===== config.mk =====
export PLATFORM = sky130hd
export DESIGN_NAME = crt_raster_timing
export DESIGN_NICKNAME = d
export VERILOG_FILES = /design/src/crt_pkg.sv /design/src/crt_raster_timing.sv
export SDC_FILE = /design/constraint.sdc
export NUM_CORES = 1
export LEC_CHECK = 0
export ABC_AREA = 1
export ABC_CLOCK_PERIOD_IN_PS = 3700
export BUFFER_PORTS_ARGS = -buffer_cell sky130_fd_sc_hd__buf_2
export CORE_ASPECT_RATIO = 1.1
export CORE_MARGIN = 2
export CORE_UTILIZATION = 33
export DETAILED_ROUTE_END_ITERATION = 16
export GPL_ROUTABILITY_DRIVEN = 0
export PLACE_DENSITY = 0.6
export SYNTH_ARGS = -nofsm -noshare
export SYNTH_HDL_FRONTEND = slang
export SYNTH_SLANG_ARGS = --single-unit

===== constraint.sdc =====
create_clock -name clk_sys -period 3.7 [get_ports clk_sys]
set_input_delay 0.185 -clock clk_sys [delete_from_list [all_inputs] [get_ports clk_sys]]
set_output_delay 0.185 -clock clk_sys [all_outputs]
set_load 0.005 [all_outputs]

===== src/crt_pkg.sv =====
// package: format constants for the raster timing generator
// ----------------------------------------------------------------------------
// Functional notes
// - cell is 7x10 dots/lines in variant one, 9x12 in variants two and three
// - visible area 80x24, 32x16 or 80x25 characters by variant
// - frame totals 260/312 lines for variants one and two, 320/384 for three
// - vsync starts 4/30, 27/53 or 0/32 lines after vblank start
// - vsync lasts 10 lines in variant one, 3 in the others
// - vblank start to video is 20/72, 68/120 or 20/84 lines
// - scan line spans 100, 50 or 102 character times; extra is hblank
// - hsync starts 0, 6 or 5 character times after hblank start
// - hsync width 43 (unconfirmed), 4 or 9 character times
// - line buffer clock low 4 dot periods in variant one, 5 otherwise
// - vblank ends 1 line before video in variants one/three, 0 in two
// - cursor enable covers every scan line of the cursor row
// - only variant two serrates hsync during vsync, pulses 4 wide
// - hsync active high in variants one/three, low in two
// - vsync active low in variants one/two, high in three
// - vblank output is active high in every variant
// - line counter forced to zero one full row before video
// - address holds last char plus one in hblank, reloads 3 before video
// - address mode picks last or first line for recirculate and rollover
// - vsync transitions only at the start of horizontal blanking
// ----------------------------------------------------------------------------
package crt_pkg;

    localparam int CRT_NVAR = 3;
    localparam logic [1:0] CRT_VAR_ONE = 2'h0;
    localparam logic [1:0] CRT_VAR_TWO = 2'h1;
    localparam logic [1:0] CRT_VAR_THREE = 2'h2;
    localparam logic [11:0] CRT_ADDR_RESET = 12'h000;

    typedef logic [7:0] crt_byte_t;
    typedef logic [8:0] crt_line_t;

    // ------------------------------------------------------------------------
    // per-variant tables, index 0..2
    // ------------------------------------------------------------------------
    localparam crt_byte_t CRT_CELL_W [CRT_NVAR] = '{8'h07, 8'h09, 8'h09};
    localparam crt_byte_t CRT_CELL_H [CRT_NVAR] = '{8'h0a, 8'h0c, 8'h0c};
    localparam crt_byte_t CRT_COLS [CRT_NVAR] = '{8'h50, 8'h20, 8'h50};
    localparam crt_byte_t CRT_ROWS [CRT_NVAR] = '{8'h18, 8'h10, 8'h19};
    localparam crt_line_t CRT_TOT60 [CRT_NVAR] = '{9'h104, 9'h104, 9'h140};
    localparam crt_line_t CRT_TOT50 [CRT_NVAR] = '{9'h138, 9'h138, 9'h180};
    localparam crt_line_t CRT_VSD60 [CRT_NVAR] = '{9'h004, 9'h01b, 9'h000};
    localparam crt_line_t CRT_VSD50 [CRT_NVAR] = '{9'h01e, 9'h035, 9'h020};
    localparam crt_line_t CRT_VSW [CRT_NVAR] = '{9'h00a, 9'h003, 9'h003};
    localparam crt_line_t CRT_VBI60 [CRT_NVAR] = '{9'h014, 9'h044, 9'h014};
    localparam crt_line_t CRT_VBI50 [CRT_NVAR] = '{9'h048, 9'h078, 9'h054};
    localparam crt_byte_t CRT_HTOT [CRT_NVAR] = '{8'h64, 8'h32, 8'h66};
    localparam crt_byte_t CRT_HSD [CRT_NVAR] = '{8'h00, 8'h06, 8'h05};
    localparam crt_byte_t CRT_HSW [CRT_NVAR] = '{8'h2b, 8'h04, 8'h09};
    localparam crt_byte_t CRT_LBC_LOW [CRT_NVAR] = '{8'h04, 8'h05, 8'h05};
    localparam crt_line_t CRT_VBSTOP [CRT_NVAR] = '{9'h001, 9'h000, 9'h001};
    localparam logic CRT_SERR_EN [CRT_NVAR] = '{1'b0, 1'b1, 1'b0};
    localparam crt_byte_t CRT_SERR_W = 8'h04;
    localparam logic CRT_HS_ACT [CRT_NVAR] = '{1'b1, 1'b0, 1'b1};
    localparam logic CRT_VS_ACT [CRT_NVAR] = '{1'b0, 1'b0, 1'b1};
    localparam logic CRT_VB_ACT = 1'b1;
    localparam crt_byte_t CRT_RELOAD_LEAD = 8'h03;

endpackage


===== src/crt_raster_timing.sv =====
// module: raster timing generator for three mask formats
`timescale 1ns/1ps
module crt_raster_timing
    import crt_pkg::*;
#(
    parameter logic [1:0] VARIANT = crt_pkg::CRT_VAR_ONE
) (
    // clock and reset (clk_sys is the dot clock)
    input wire logic clk_sys,
    input wire logic rst_n,
    // configuration
    input wire logic refreshSel60hz,
    input wire logic addrMode,
    input wire logic [11:0] rowStartValue,
    input wire logic [4:0] cursorRow,
    // video timing outputs
    output logic hSync,
    output logic vSync,
    output logic vBlank,
    output logic hBlank,
    output logic cursorEnable,
    output logic lineBufClk,
    output logic recircEnable,
    output logic charStrobe,
    output logic [3:0] lineCount,
    output logic [11:0] addrOut
);
    import crt_pkg::*;

    // ------------------------------------------------------------------------
    // format selection
    // ------------------------------------------------------------------------
    localparam int V = int'(VARIANT);
    localparam crt_byte_t CW = CRT_CELL_W[V];
    localparam crt_byte_t CH = CRT_CELL_H[V];
    localparam crt_byte_t HT = CRT_HTOT[V];
    localparam crt_byte_t COLS = CRT_COLS[V];
    localparam crt_byte_t HS0 = COLS + CRT_HSD[V];
    localparam crt_byte_t HS1 = HS0 + CRT_HSW[V];
    // a pulse longer than the blanking gap runs on into the start of the next line
    localparam crt_byte_t HS_WRAP = (HS1 > HT) ? HS1 - HT : 8'h00;
    // second serration sits half a line later, folded back into the line
    localparam crt_byte_t SER2 = (HS0 + (HT >> 1) >= HT) ? HS0 + (HT >> 1) - HT : HS0 + (HT >> 1);
    localparam crt_byte_t RELOAD_AT = HT - CRT_RELOAD_LEAD;

    typedef struct packed {
        logic [7:0] dot;
        logic [7:0] col;
        logic [8:0] line;
        logic [3:0] scan;
        logic [4:0] row;
        logic [11:0] addr;
        logic [11:0] rowBase;
        logic sel60;
        logic hSync;
        logic vSync;
        logic vBlank;
        logic hBlank;
        logic cursor;
        logic lbc;
        logic recirc;
        logic strobe;
    } crt_state_s;

    crt_state_s s_q, s_d;

    logic [8:0] tot, vsd, vbi, vidStart, vidEnd, lineNext;
    logic [7:0] colNext;
    logic charEnd, lineEnd, frameEnd, inVideo, vsAct, hsAct, serr, lastScan, rollScan;
    logic vsWin, nextRoll;

    always_comb begin
        s_d = s_q;
        nextRoll = 1'b0;
        tot = s_q.sel60 ? CRT_TOT60[V] : CRT_TOT50[V];
        vsd = s_q.sel60 ? CRT_VSD60[V] : CRT_VSD50[V];
        vbi = s_q.sel60 ? CRT_VBI60[V] : CRT_VBI50[V];
        // line 0 is the start of vertical blanking; video follows the blank gap
        vidStart = vbi;
        vidEnd = tot;
        charEnd = (s_q.dot == CW - 8'h01);
        lineEnd = charEnd && (s_q.col == HT - 8'h01);
        frameEnd = lineEnd && (s_q.line == tot - 9'h001);
        colNext = lineEnd ? 8'h00 : s_q.col + 8'h01;
        lineNext = frameEnd ? 9'h000 : s_q.line + 9'h001;
        inVideo = (s_q.line >= vidStart) && (s_q.line < vidEnd);
        lastScan = (s_q.scan == 4'(CH - 8'h01));
        rollScan = addrMode ? (s_q.scan == 4'h0) : lastScan;

        // ---- dot divider: character clock ----
        s_d.dot = charEnd ? 8'h00 : s_q.dot + 8'h01;
        s_d.lbc = (s_d.dot >= CRT_LBC_LOW[V]);
        s_d.strobe = charEnd;

        if (charEnd) begin
            s_d.col = colNext;
            // hblank from the column after the last visible one onward
            s_d.hBlank = (colNext >= COLS);
            // horizontal address: count in video, hold last+1 in blanking
            if (colNext == RELOAD_AT) begin
                // base moves on at the reload point, so the next line already starts from it
                if (s_q.line == vidStart - 9'h001) begin
                    s_d.rowBase = rowStartValue;
                end else if (inVideo && rollScan) begin
                    s_d.rowBase = s_q.rowBase + 12'(COLS);
                end
                s_d.addr = s_d.rowBase;
            end else if (colNext != 8'h00 && colNext <= COLS) begin
                s_d.addr = s_q.addr + 12'h001;
            end
        end

        if (lineEnd) begin
            s_d.line = lineNext;
            // refresh select is taken only at the frame boundary
            if (frameEnd) begin
                s_d.sel60 = refreshSel60hz;
            end
            // row and scan counting; one row ahead of video scan is zeroed and row is set to 5'h1f
            if (lineNext == vidStart - 9'(CH)) begin
                s_d.scan = 4'h0;
                s_d.row = 5'h1f;
            end else if (s_d.scan == 4'(CH - 8'h01)) begin
                s_d.scan = 4'h0;
                s_d.row = s_q.row + 5'h01;
            end else begin
                s_d.scan = s_q.scan + 4'h1;
            end
            if (lineNext == vidStart) begin
                s_d.row = 5'h00;
                s_d.scan = 4'h0;
            end
            // vblank covers frame start up to its stop point before video
            s_d.vBlank = (lineNext < vidStart - CRT_VBSTOP[V]) ? CRT_VB_ACT : ~CRT_VB_ACT;
            // the flag belongs to the line now starting, so judge it by that line's scan
            nextRoll = addrMode ? (s_d.scan == 4'h0) : (s_d.scan == 4'(CH - 8'h01));
            s_d.recirc = ~((lineNext >= vidStart) && (lineNext < vidEnd) && nextRoll);
        end

        // vsync changes only at hblank start of a line
        vsWin = (s_q.line >= vsd) && (s_q.line < vsd + CRT_VSW[V]);
        if (charEnd && colNext == COLS) begin
            s_d.vSync = vsWin ? CRT_VS_ACT[V] : ~CRT_VS_ACT[V];
        end
        vsAct = (s_q.vSync == CRT_VS_ACT[V]);

        // horizontal sync with optional serrations while vsync is active
        // the run-on part only extends a pulse already going, so reset never starts a stub
        hsAct = ((colNext >= HS0) && (colNext < HS1))
            || ((colNext < HS_WRAP) && (s_q.hSync == CRT_HS_ACT[V]));
        serr = CRT_SERR_EN[V] && vsAct && ((colNext >= HS0 && colNext < HS0 + CRT_SERR_W)
            || (colNext >= SER2 && colNext < SER2 + CRT_SERR_W));
        if (charEnd) begin
            s_d.hSync = (CRT_SERR_EN[V] && vsAct) ? (serr ? CRT_HS_ACT[V] : ~CRT_HS_ACT[V])
                : (hsAct ? CRT_HS_ACT[V] : ~CRT_HS_ACT[V]);
        end

        // cursor enable on every scan line of the cursor row
        s_d.cursor = inVideo && (s_q.row == cursorRow);
    end

    always_ff @(posedge clk_sys or negedge rst_n) begin
        if (!rst_n) begin
            s_q <= '0;
            s_q.sel60 <= 1'b1;
            s_q.hSync <= ~CRT_HS_ACT[V];
            s_q.vSync <= ~CRT_VS_ACT[V];
            s_q.vBlank <= CRT_VB_ACT;
            s_q.recirc <= 1'b1;
            s_q.addr <= CRT_ADDR_RESET;
        end else begin
            s_q <= s_d;
        end
    end

    // ------------------------------------------------------------------------
    // outputs straight from the state register
    // ------------------------------------------------------------------------
    assign hSync = s_q.hSync;
    assign vSync = s_q.vSync;
    assign vBlank = s_q.vBlank;
    assign hBlank = s_q.hBlank;
    assign cursorEnable = s_q.cursor;
    assign lineBufClk = s_q.lbc;
    assign recircEnable = s_q.recirc;
    assign charStrobe = s_q.strobe;
    assign lineCount = s_q.scan;
    assign addrOut = s_q.addr;

endmodule


== Word level (Yosys, flattened, before mapping) ==
Cells that the tools add are included.

* Word-level logic and storage cells: 93
* Input port bits: 21
* Register bits: 67

* Multiplexer cells: 20
* Bitwise operators: 1
* Reduce and logical (&&, ||, !) cells: 21
* Add/sub/neg operators: 11
* $lt $le $gt $ge: 12
* Equality and inequality tests: 12

{| class="wikitable"
|+ Operators with widths
! operator !! number
|-
| two-way mux 12 bit || 4
|-
| two-way mux 9 bit || 4
|-
| == test 9 bit || 3
|-
| less-than comparator 9 bit || 3
|-
| == test 8 x 7 -> 1 bit, second input constant || 3
|-
| greater-or-equal comparator 9 x 7 -> 1 bit || 2
|-
| adder 8 x 1 -> 8 bit, second input constant || 2
|-
| two-way mux 8 bit || 2
|-
| adder 12 x 1 -> 12 bit, second input constant || 1
|-
| adder 12 x 7 -> 12 bit, second input constant || 1
|-
| logical AND 1 bit || 12
|-
| two-way mux 5 bit || 2
|-
| adder 9 x 1 -> 9 bit, second input constant || 1
|-
| == test 9 x 7 -> 1 bit || 1
|-
| greater-or-equal comparator 9 x 5 -> 1 bit || 1
|-
| less-than comparator 9 x 6 -> 1 bit || 1
|-
| subtractor 9 x 1 -> 9 bit, second input constant || 1
|-
| == test 4 bit, second input constant || 2
|-
| == test 8 x 3 -> 1 bit, second input constant || 1
|-
| greater-or-equal comparator 8 x 3 -> 1 bit, second input constant || 1
|-
| greater-or-equal comparator 8 x 7 -> 1 bit, second input constant || 1
|-
| less-or-equal comparator 8 x 7 -> 1 bit, second input constant || 1
|-
| zero test 4 bit || 2
|-
| less-than comparator 8 x 5 -> 1 bit, second input constant || 1
|-
| 17 further kinds || 24
|}

== Depth between registers and ports, before layout ==
Gate-level depths: netlist (run 1).

* Depth after elaboration: 13
* Mapped depth: 20
* Mapped depth without buffers: 19

== Worst setup path after synthesis (run 1) ==
Ideal clock, no wire load.

* Path kind: register to register
* From: reg s_q[8] (netlist name)
* To: reg s_q (netlist bit recircEnable)
* Required time: 3.627 ns
* Cell stages (with the launch flop): 19
* Setup time: 0.073 ns
* Arrival: 2.872 ns
* Path slack: 0.755 ns
* Clock period less this slack: 2.945 ns
* Cells stage by stage: dfstp_2 -> inv_1 -> ha_1 -> inv_1 -> nand3_1 -> inv_1 -> nand3_1 -> nor2_8 -> nor3b_1 -> ha_1 -> nand3_1 -> o21bai_1 -> nor2_1 -> nand2_1 -> buf_6 -> nand3_1 -> nand3_1 -> nand2_1 -> a21oi_1

* Longest elaborated chain between the ends: 13
* Elaborated cells between the ends (all ways): 20
* Classes of those cells: 2 x add/sub; 2 x order compare; 4 x eq/ne; 7 x mux; 1 x bitwise; 4 x reduce/logical

{| class="wikitable"
|+ Ends and longest elaborated chain
! element !! RTL line !! source
|-
| start, declared || crt_raster_timing.sv:65 || <nowiki>crt_state_s s_q, s_d;</nowiki>
|-
| two-way mux 6 bit (*) || crt_raster_timing.sv:75 || <nowiki>tot = s_q.sel60 ? CRT_TOT60[V] : CRT_TOT50[V];</nowiki>
|-
| subtractor 9 x 1 -> 9 bit (*) || crt_raster_timing.sv:83 || <nowiki>frameEnd = lineEnd && (s_q.line == tot - 9'h001);</nowiki>
|-
| == test 9 bit (*) || crt_raster_timing.sv:83 ||
|-
| logical AND 1 bit (*) || crt_raster_timing.sv:83 ||
|-
| two-way mux 9 bit (*) || crt_raster_timing.sv:85 || <nowiki>lineNext = frameEnd ? 9'h000 : s_q.line + 9'h001;</nowiki>
|-
| via lineNext[4] || crt_raster_timing.sv:67 || <nowiki>logic [8:0] tot, vsd, vbi, vidStart, vidEnd, lineNext;</nowiki>
|-
| == test 9 bit || crt_raster_timing.sv:120 || <nowiki>if (lineNext == vidStart - 9'(CH)) begin</nowiki>
|-
| two-way mux 9 bit || crt_raster_timing.sv:120 ||
|-
| two-way mux 9 bit || crt_raster_timing.sv:129 || <nowiki>if (lineNext == vidStart) begin</nowiki>
|-
| two-way mux 9 bit || crt_raster_timing.sv:113 || <nowiki>if (lineEnd) begin</nowiki>
|-
| == test 4 bit or zero test 4 bit (tied branches) || crt_raster_timing.sv:136 || <nowiki>nextRoll = addrMode ? (s_d.scan == 4'h0) : (s_d.scan == 4'(CH - 8'h01));</nowiki>
|-
| two-way mux 1 bit || crt_raster_timing.sv:136 ||
|-
| logical AND 1 bit (*) || crt_raster_timing.sv:137 || <nowiki>s_d.recirc = ~((lineNext >= vidStart) && (lineNext < vidEnd) && nextRoll);</nowiki>
|-
| NOT 1 bit (*) || crt_raster_timing.sv:137 ||
|}

Mark *: on every way through the listed nets, which the timed path passes. The rest lies on a longest branch. The select of a mux whose other input is x is not followed.
A chain may end at the register's enable or synchronous reset.

== Worst setup path in the final report (run 1) ==
Same ends and word-level chain as after synthesis.

==> results.toml, run 1 <==
[status]
outcome = "finished with violations"
failed_checks = "negative hold slack"

[cells_and_area]
drive_above_1_share_pct = 15.1
final.fill_count = 1591
final_nets = 775
antenna_cells = 0
syn_to_final_growth_pct = 12.6

[timing]
grt_setup_unrepaired = "false"
setup-tns-final_ns = 0
hold_viol = 18
clock_skew_ns = 0.00769
maxSlewViolCount = 0
finalSetupViolCount = 0
slew_headroom_pct = 39.2
fin_crit_ns = 3.10
finalCritPeriodShare_pct = 83.7
whs_ns = -0.0590
worst_slew_pin_slew_ns = 0.913
fmax_mhz = 323

[setup_path]
end_kind = "register"
crit_family = "simple AND/OR/NAND/NOR gates"
start_kind = "register"
worstSetupPathType = "reg2reg"
r2r_start = "s_q[8]"
worstPathArrival_ns = 3.36
crit_path_end = "recircEnable"
cp_data_required_time_ns = 3.97
slowest_stage = "dfstp_2"
critPathMaxFanout = 10
reg2reg_depth = 19
cp.depth = 19
critPathMaxStageDelay_ns = 0.53
path_cells = "inv_1 > ha_1 > inv_1 > nand3_1 > inv_1 > nand3_1 > nor2_8 > nor3_1 > inv_1 > ha_1 > nand3_1 > o21bai_1 > nor2_1 > nand2_1 > buf_4 > nand3_2 > nand3_1 > nor2_1 > a21oi_1"
timing.critical_path.buf_inv = 5
rrSetupSlack_ns = 0.60
cp-startpoint = "s_q[8]"
timing.rr.end = "recircEnable"

[global_route]
grt_pass1_wl_um = 19500
grt-ovfl-total = 0
track_usage_pct = 14.9
grt_max_degree = 68
first_global_vias = 4097
antenna_found_initial = 0

[power]
sequentialPowerShare_pct = 41.6
clockPowerShare_pct = 56.5
p_comb_share_pct = 1.9
power_density_mw_per_mm2 = 312
p_switching_w = 0.000358
p_total_w = 0.00176
ir_drop_mv = 0.180
p_int_w = 0.00140
p_leak_nw = 2.95
swShare_pct = 20.3

[logic_synthesis]
synth_compound_area_share_pct = 9.86
synthSimpleGateAreaFrac_pct = 33.7
async_flop_share_pct = 100
ys_ff_latch = 67
synth_top_family_by_area = "simple AND/OR/NAND/NOR gates"
syn_nets = 744
synthMuxAreaShare_pct = 0
synth_area_mm2 = 0.00501
synth_adder_area_share_pct = 7.49
yosysWarningCount = 0
ys.flop_type = "dfrtp_1"
synth_cell_types = 46
ys_seq_area_share_pct = 33.5
synth-xor-area-share_pct = 4.72
synth-edff-count = 0
avgSynthCellArea_um2 = 7.23
netlist_instances = 693

[clock_tree]
cts_resized = 0
post_cts_buffers = 0
path_clk_slew_ns = 0.06
cts_buffers = 9
cts_max_level = 3
cts_tree = "built"
clock_sinks = 67
postCtsHoldBufs = 0
insertion_delay_ns = 0.34
clock_path_buffers = 2
root_buffer = "clkbuf_16"

[floorplanning]
rows = 47
fp.dieH_um = 133
initial_core_util_pct = 33.6
dieArea_mm2 = 0.0162
io_pins = 45
core_area_mm2 = 0.0149
die_w_um = 122

[hold_path]
hold_class = "in2async"

[detailed_routing]
drt_first_pass_iters = 4
wl_um = 11500
first_iter_violations = 317
num_vias = 4359
postRouteAntennaNets = 0
via_per_inst = 4.71
route.detailed.drc = 0
wl_per_cell_um = 12.4

[placed_design]
port_buffers = 44
dp_hpwl_um = 8430

[job]
drv_cap = 0
[state kept, by name, indices dropped and copies added (netlist names)]
| register | count |
|---|---|
| addrOut | 12 |
| charStrobe | 1 |
| cursorEnable | 1 |
| hBlank | 1 |
| hSync | 1 |
| lineBufClk | 1 |
| lineCount | 4 |
| recircEnable | 1 |
| s_q | 43 |
| vBlank | 1 |
| vSync | 1 |
[power groups by stage]
stage / clock network (W) / logic [W] / registers, W
floorplan: 0 / 0.00000421 / 0.000746
global placement: 0 / 0.0000351 / 0.000746
detailed placement: 0 / 0.0000349 / 0.000746
CTS: 0.00102 / 0.0000351 / 0.000733
global route: 0.00105 / 0.0000386 / 0.000733
finish: 0.000996 / 0.0000331 / 0.000733
[stage by stage]
| step | setup slack (ns) | util, % | cell area [um^2] | std cells | hold slack, ns |
|---|---|---|---|---|---|
| final | 0.604 | 37.8 | 5640 | 925 | -0.0590 |
| after floorplan | 0.755 | - | 5010 | 693 | -0.111 |
| after global placement | 0.676 | 35.5 | 5300 | 909 | 0.382 |
| after detailed placement | 0.641 | 35.5 | 5300 | 909 | 0.372 |
| after CTS | 0.614 | 37.8 | 5640 | 925 | 0.0199 |
| after global routing | 0.344 | 37.8 | 5640 | 925 | 0.0588 |
[layer usage]
layer  vias up  global-route usage (%)  wire [um]
li1       2277                       -          -
met3        15                    2.18        371
met5         -                       0          0
met2        66                    23.8       5320
met4         0                    5.43        201
met1      2001                    20.4       5580
[cell families after synthesis]
family | Yosys count
flip-flops | 67
AO/OA/AOI/OAI | 88
adder cells (fa/ha/maj) | 30
AND/OR/NAND/NOR | 370
XOR/XNOR | 27
buffers and inverters | 111
[cells in the mapped netlist, types with 4 or more instances]
library cell	n	area [um^2]
nand2_1	196	736
a21oi_1	12	60.1
clkbuf_1	5	18.8
nor2_1	48	180
nand2_2	7	43.8
buf_6	5	56.3
dfrtp_1	63	1580
ha_1	30	375
buf_4	17	128
dfstp_2	4	105
nand4_1	7	43.8
o21ai_0	60	300
xnor2_1	7	61.3
nor3_1	11	55.1
nand3_1	70	350
nor2_2	6	37.5
inv_1	76	285
xor2_1	20	175
or2_2	8	50.1
[worst reg2reg max path, delay by kind of cell (launching register included)]
| family | cells | cell delay (ns) |
|---|---|---|
| DFF | 1 | 0.53 |
| buffers and inverters | 5 | 0.48 |
| and+or+nand+nor | 10 | 1.17 |
| AOI/OAI and AO/OA | 2 | 0.23 |
| adders and majority gates | 2 | 0.62 |
[worst min path at each step]
stage / to / slack [ns] / cells past startpoint
final: s_q[42] / -0.06 / 1
after global routing: lineCount[1] / 0.06 / 1
after CTS: lineCount[1] / 0.02 / 1
after detailed placement: s_q[45] / 0.37 / 1
after global placement: s_q[45] / 0.38 / 1
after floorplan: addrOut[0] / -0.11 / 0
[layout by cell type, fill, tap and decap left out, types with 2 or more instances in the layout]
cell,count
nand2_1,196
ha_1,30
nor2_8,3
a21oi_1,12
xnor2_1,7
nand3_1,70
inv_2,3
nand2_2,7
nand4_1,7
buf_4,8
nand3_2,3
or2_2,8
nor3_1,11
o21bai_1,3
nor2_4,3
xor2_1,20
inv_1,76
buf_2,43
dfrtp_1,63
nor2_2,6
nor2_1,48
bufinv_16,3
o21ai_0,60
clkbuf_16,9
dfstp_2,4
o21ai_1,2
nand2_4,3
[final cells by class]
type	count	area, um^2	share of cell area, %
flip-flops and latches	67	1680	29.8
repair buffers	51	275	4.88
multi-input cells	515	2800	49.6
inverters	80	303	5.36
clock buffers	10	229	4.06
well taps	196	245	4.34
clock inverters	6	113	2.00
(Power assumes the default switching activity.)
==> inputs of run 2 (changes only) <==
Settings changed: ABC_AREA 1 to 0, ABC_CLOCK_PERIOD_IN_PS 3700 to 2900.
Clock period 3.7 ns to 2.9 ns, I/O delays scaled along.
==> results.toml, run 2 <==
[cells_and_area]
syn_to_final_growth_pct = 28.7
antenna_cells = 0
largest_reg_flops = 43
multi_input_area_mm2 = 0.00310
final.fill_count = 1444
final_util_pct = 43.6
ff_latch_area_mm2 = 0.00168
final_cell_mix = "78 x buf_4, 63 x dfrtp_1, 61 x nand2_1"
final_area_mm2 = 0.00633
final_common_cell = "buf_4"
regMostFlops = "s_q"
drive_above_1_share_pct = 29.0
final_nets = 716

[setup_path]
cp_data_required_time_ns = 3.16
cp-startpoint = "s_q[8]"
rrSetupSlack_ns = -0.71
worstSetupPathType = "reg2reg"
critPathMaxFanout = 4
worstPathArrival_ns = 3.88
end_kind = "register"
r2r_start = "s_q[8]"
timing.rr.end = "lineCount[2]"
reg2reg_depth = 13
start_kind = "register"

[global_route]
track_usage_pct = 16.9
first_global_vias = 4483
grt_max_degree = 39
grt_pass1_wl_um = 21900
grt-ovfl-total = 0
antenna_found_initial = 0

[clock_tree]
cts_buffers = 9
clock_sinks = 67
cts_tree = "built"
cts_max_level = 3
insertion_delay_ns = 0.34
clock_path_buffers = 2
path_clk_slew_ns = 0.05
root_buffer = "clkbuf_16"

[detailed_routing]
wl_per_cell_um = 15.2
drt_first_pass_iters = 5
route.detailed.drc = 0
num_vias = 4603
wl_um = 13100
via_per_inst = 5.35
first_iter_violations = 332
postRouteAntennaNets = 0

[timing]
finalSetupViolCount = 12
hold_viol = 0
finalCritPeriodShare_pct = 125
fin_ws_ns = -0.715
maxSlewViolCount = 0
worst_slew_pin_slew_ns = 0.765
grt_setup_unrepaired = "true"
clock_skew_ns = 0.00962
fin_crit_ns = 3.61
slew_headroom_pct = 49.0
fmax_mhz = 277

[placed_design]
dp_hpwl_um = 9420
port_buffers = 44
place_area_mm2 = 0.00577

[power]
p_leak_nw = 2.82
sequentialPowerShare_pct = 43.0
ir_drop_mv = 0.215
swShare_pct = 20.0
p_comb_share_pct = 2.5
clockPowerShare_pct = 54.5
p_int_w = 0.00175
p_switching_w = 0.000437
power_density_mw_per_mm2 = 346

[floorplanning]
rows = 46
io_pins = 45
core_area_mm2 = 0.0145
die_w_um = 120
fp.dieH_um = 132
initial_core_util_pct = 33.9
dieArea_mm2 = 0.0159

[logic_synthesis]
syn_nets = 621
ys_top_cells_by_area = "dfrtp_1 32%, ha_1 7.6%, nand2_1 4.7%"
netlist_instances = 570
synth_adder_area_share_pct = 7.63
synthMuxAreaShare_pct = 3.69
yosys-top-cells-count = "63 x dfrtp_1, 61 x nand2_1, 45 x o21ai_0, 38 x nor2_1, 30 x ha_1"
yosys.cell_count.top_type = "dfrtp_1"
synth_compound_area_share_pct = 19.5
synth-edff-count = 0
avgSynthCellArea_um2 = 8.63
synth-xor-area-share_pct = 5.88
ys.flop_type = "dfrtp_1"
synth_top_area_share_pct = 32.1
async_flop_share_pct = 100
yosysWarningCount = 0
ys_ff_latch = 67
synth_area_mm2 = 0.00492
synth_top_family_by_area = "simple AND/OR/NAND/NOR gates"
synth_cell_types = 72
yosys.area.top_type = "dfrtp_1"
synthSimpleGateAreaFrac_pct = 22.4
ys_seq_area_share_pct = 34.2

[hold_path]
hold_depth = 2
hold_class = "in2reg"
holdPathEnd = "s_q[12]"
hp-start = "rowStartValue[3]"

[job]
drv_cap = 0

[status]
failed_checks = "negative setup slack"
outcome = "finished with violations"
==> run 2: what timing repair did <==
action / CTS / global route
buffers inserted: 3 / 7
gates resized for setup: 12 / 25
hold endpoints to repair: 27 / 0
pin swaps: 1 / 11
hold buffers: 1 / 0
setup endpoints to repair: 17 / 26
gates cloned: 1 / 0
==> run 2: critical path, stage by stage (launching register included) <==
cell	delay (ns)
dfstp_2	0.55
inv_4	0.05
ha_4	0.23
or3b_4	0.37
or4_4	0.46
buf_6	0.14
o21ai_4	0.19
ha_4	0.23
and4_1	0.21
nor3b_1	0.15
a32o_2	0.26
or2_4	0.25
or3_4	0.34
o2bb2ai_2	0.13
==> run 2: power by group through the flow <==
stage | registers (W) | logic [W] | clock network, W
2_1_floorplan | 0.000957 | 0.0000116 | 0
3_3_place_gp | 0.000957 | 0.0000536 | 0
3_5_place_dp | 0.000957 | 0.0000550 | 0
4_1_cts | 0.000941 | 0.0000567 | 0.00122
5_1_grt | 0.000941 | 0.0000630 | 0.00127
6_report | 0.000942 | 0.0000552 | 0.00119
==> run 2: how the worst max path moves through the flow <==
stage                     slack (ns)  depth (start not counted)            to
after floorplan                -0.83                         14  lineCount[2]
after global routing           -0.82                         13  lineCount[2]
after global placement         -0.63                         13  lineCount[2]
final                          -0.71                         13  lineCount[2]
after CTS                      -0.69                         13  lineCount[2]
after detailed placement       -0.86                         15  recircEnable
==> run 2: cell families after synthesis <==
logic type                 Yosys count
DFF                                 67
AOI/OAI and AO/OA                  145
adders and majority gates           30
and+or+nand+nor                    213
xor gates and xnor gates            33
buffers and inverters               65
muxes                               17
==> run 2: layout make-up <==
| class | instances | share of cell area [%] |
|---|---|---|
| Clock buffer | 12 | 4.05 |
| Timing Repair Buffer | 131 | 14.6 |
| Multi-Input combinational cell | 438 | 48.9 |
| Inverter | 18 | 1.11 |
| Sequential cell | 67 | 26.6 |
| Tap cell | 192 | 3.80 |
| Clock inverter | 2 | 0.949 |
==> run 2: routing by layer <==
| metal | global-route usage [%] | vias to the layer above | share of wire, % |
|---|---|---|---|
| met5 | 0 | - | 0 |
| met4 | 5.68 | 0 | 1.6 |
| met3 | 3.46 | 14 | 4.1 |
| met2 | 27.5 | 120 | 48 |
| met1 | 22.4 | 2228 | 46 |
| li1 | - | 2241 | - |
==> run 2: metrics by stage <==
step,worst slack (ns),hold slack (ns),power (W),cells,setup TNS [ns]
finish,-0.715,0.0574,0.00219,860,-6.62
CTS,-0.693,0.0429,0.00222,853,-6.85
floorplan,-0.831,-0.151,0.000969,570,-7.19
global route,-0.820,0.0475,0.00228,860,-8.90
detailed placement,-0.862,0.274,0.00101,835,-8.36
global placement,-0.634,0.265,0.00101,835,-6.06
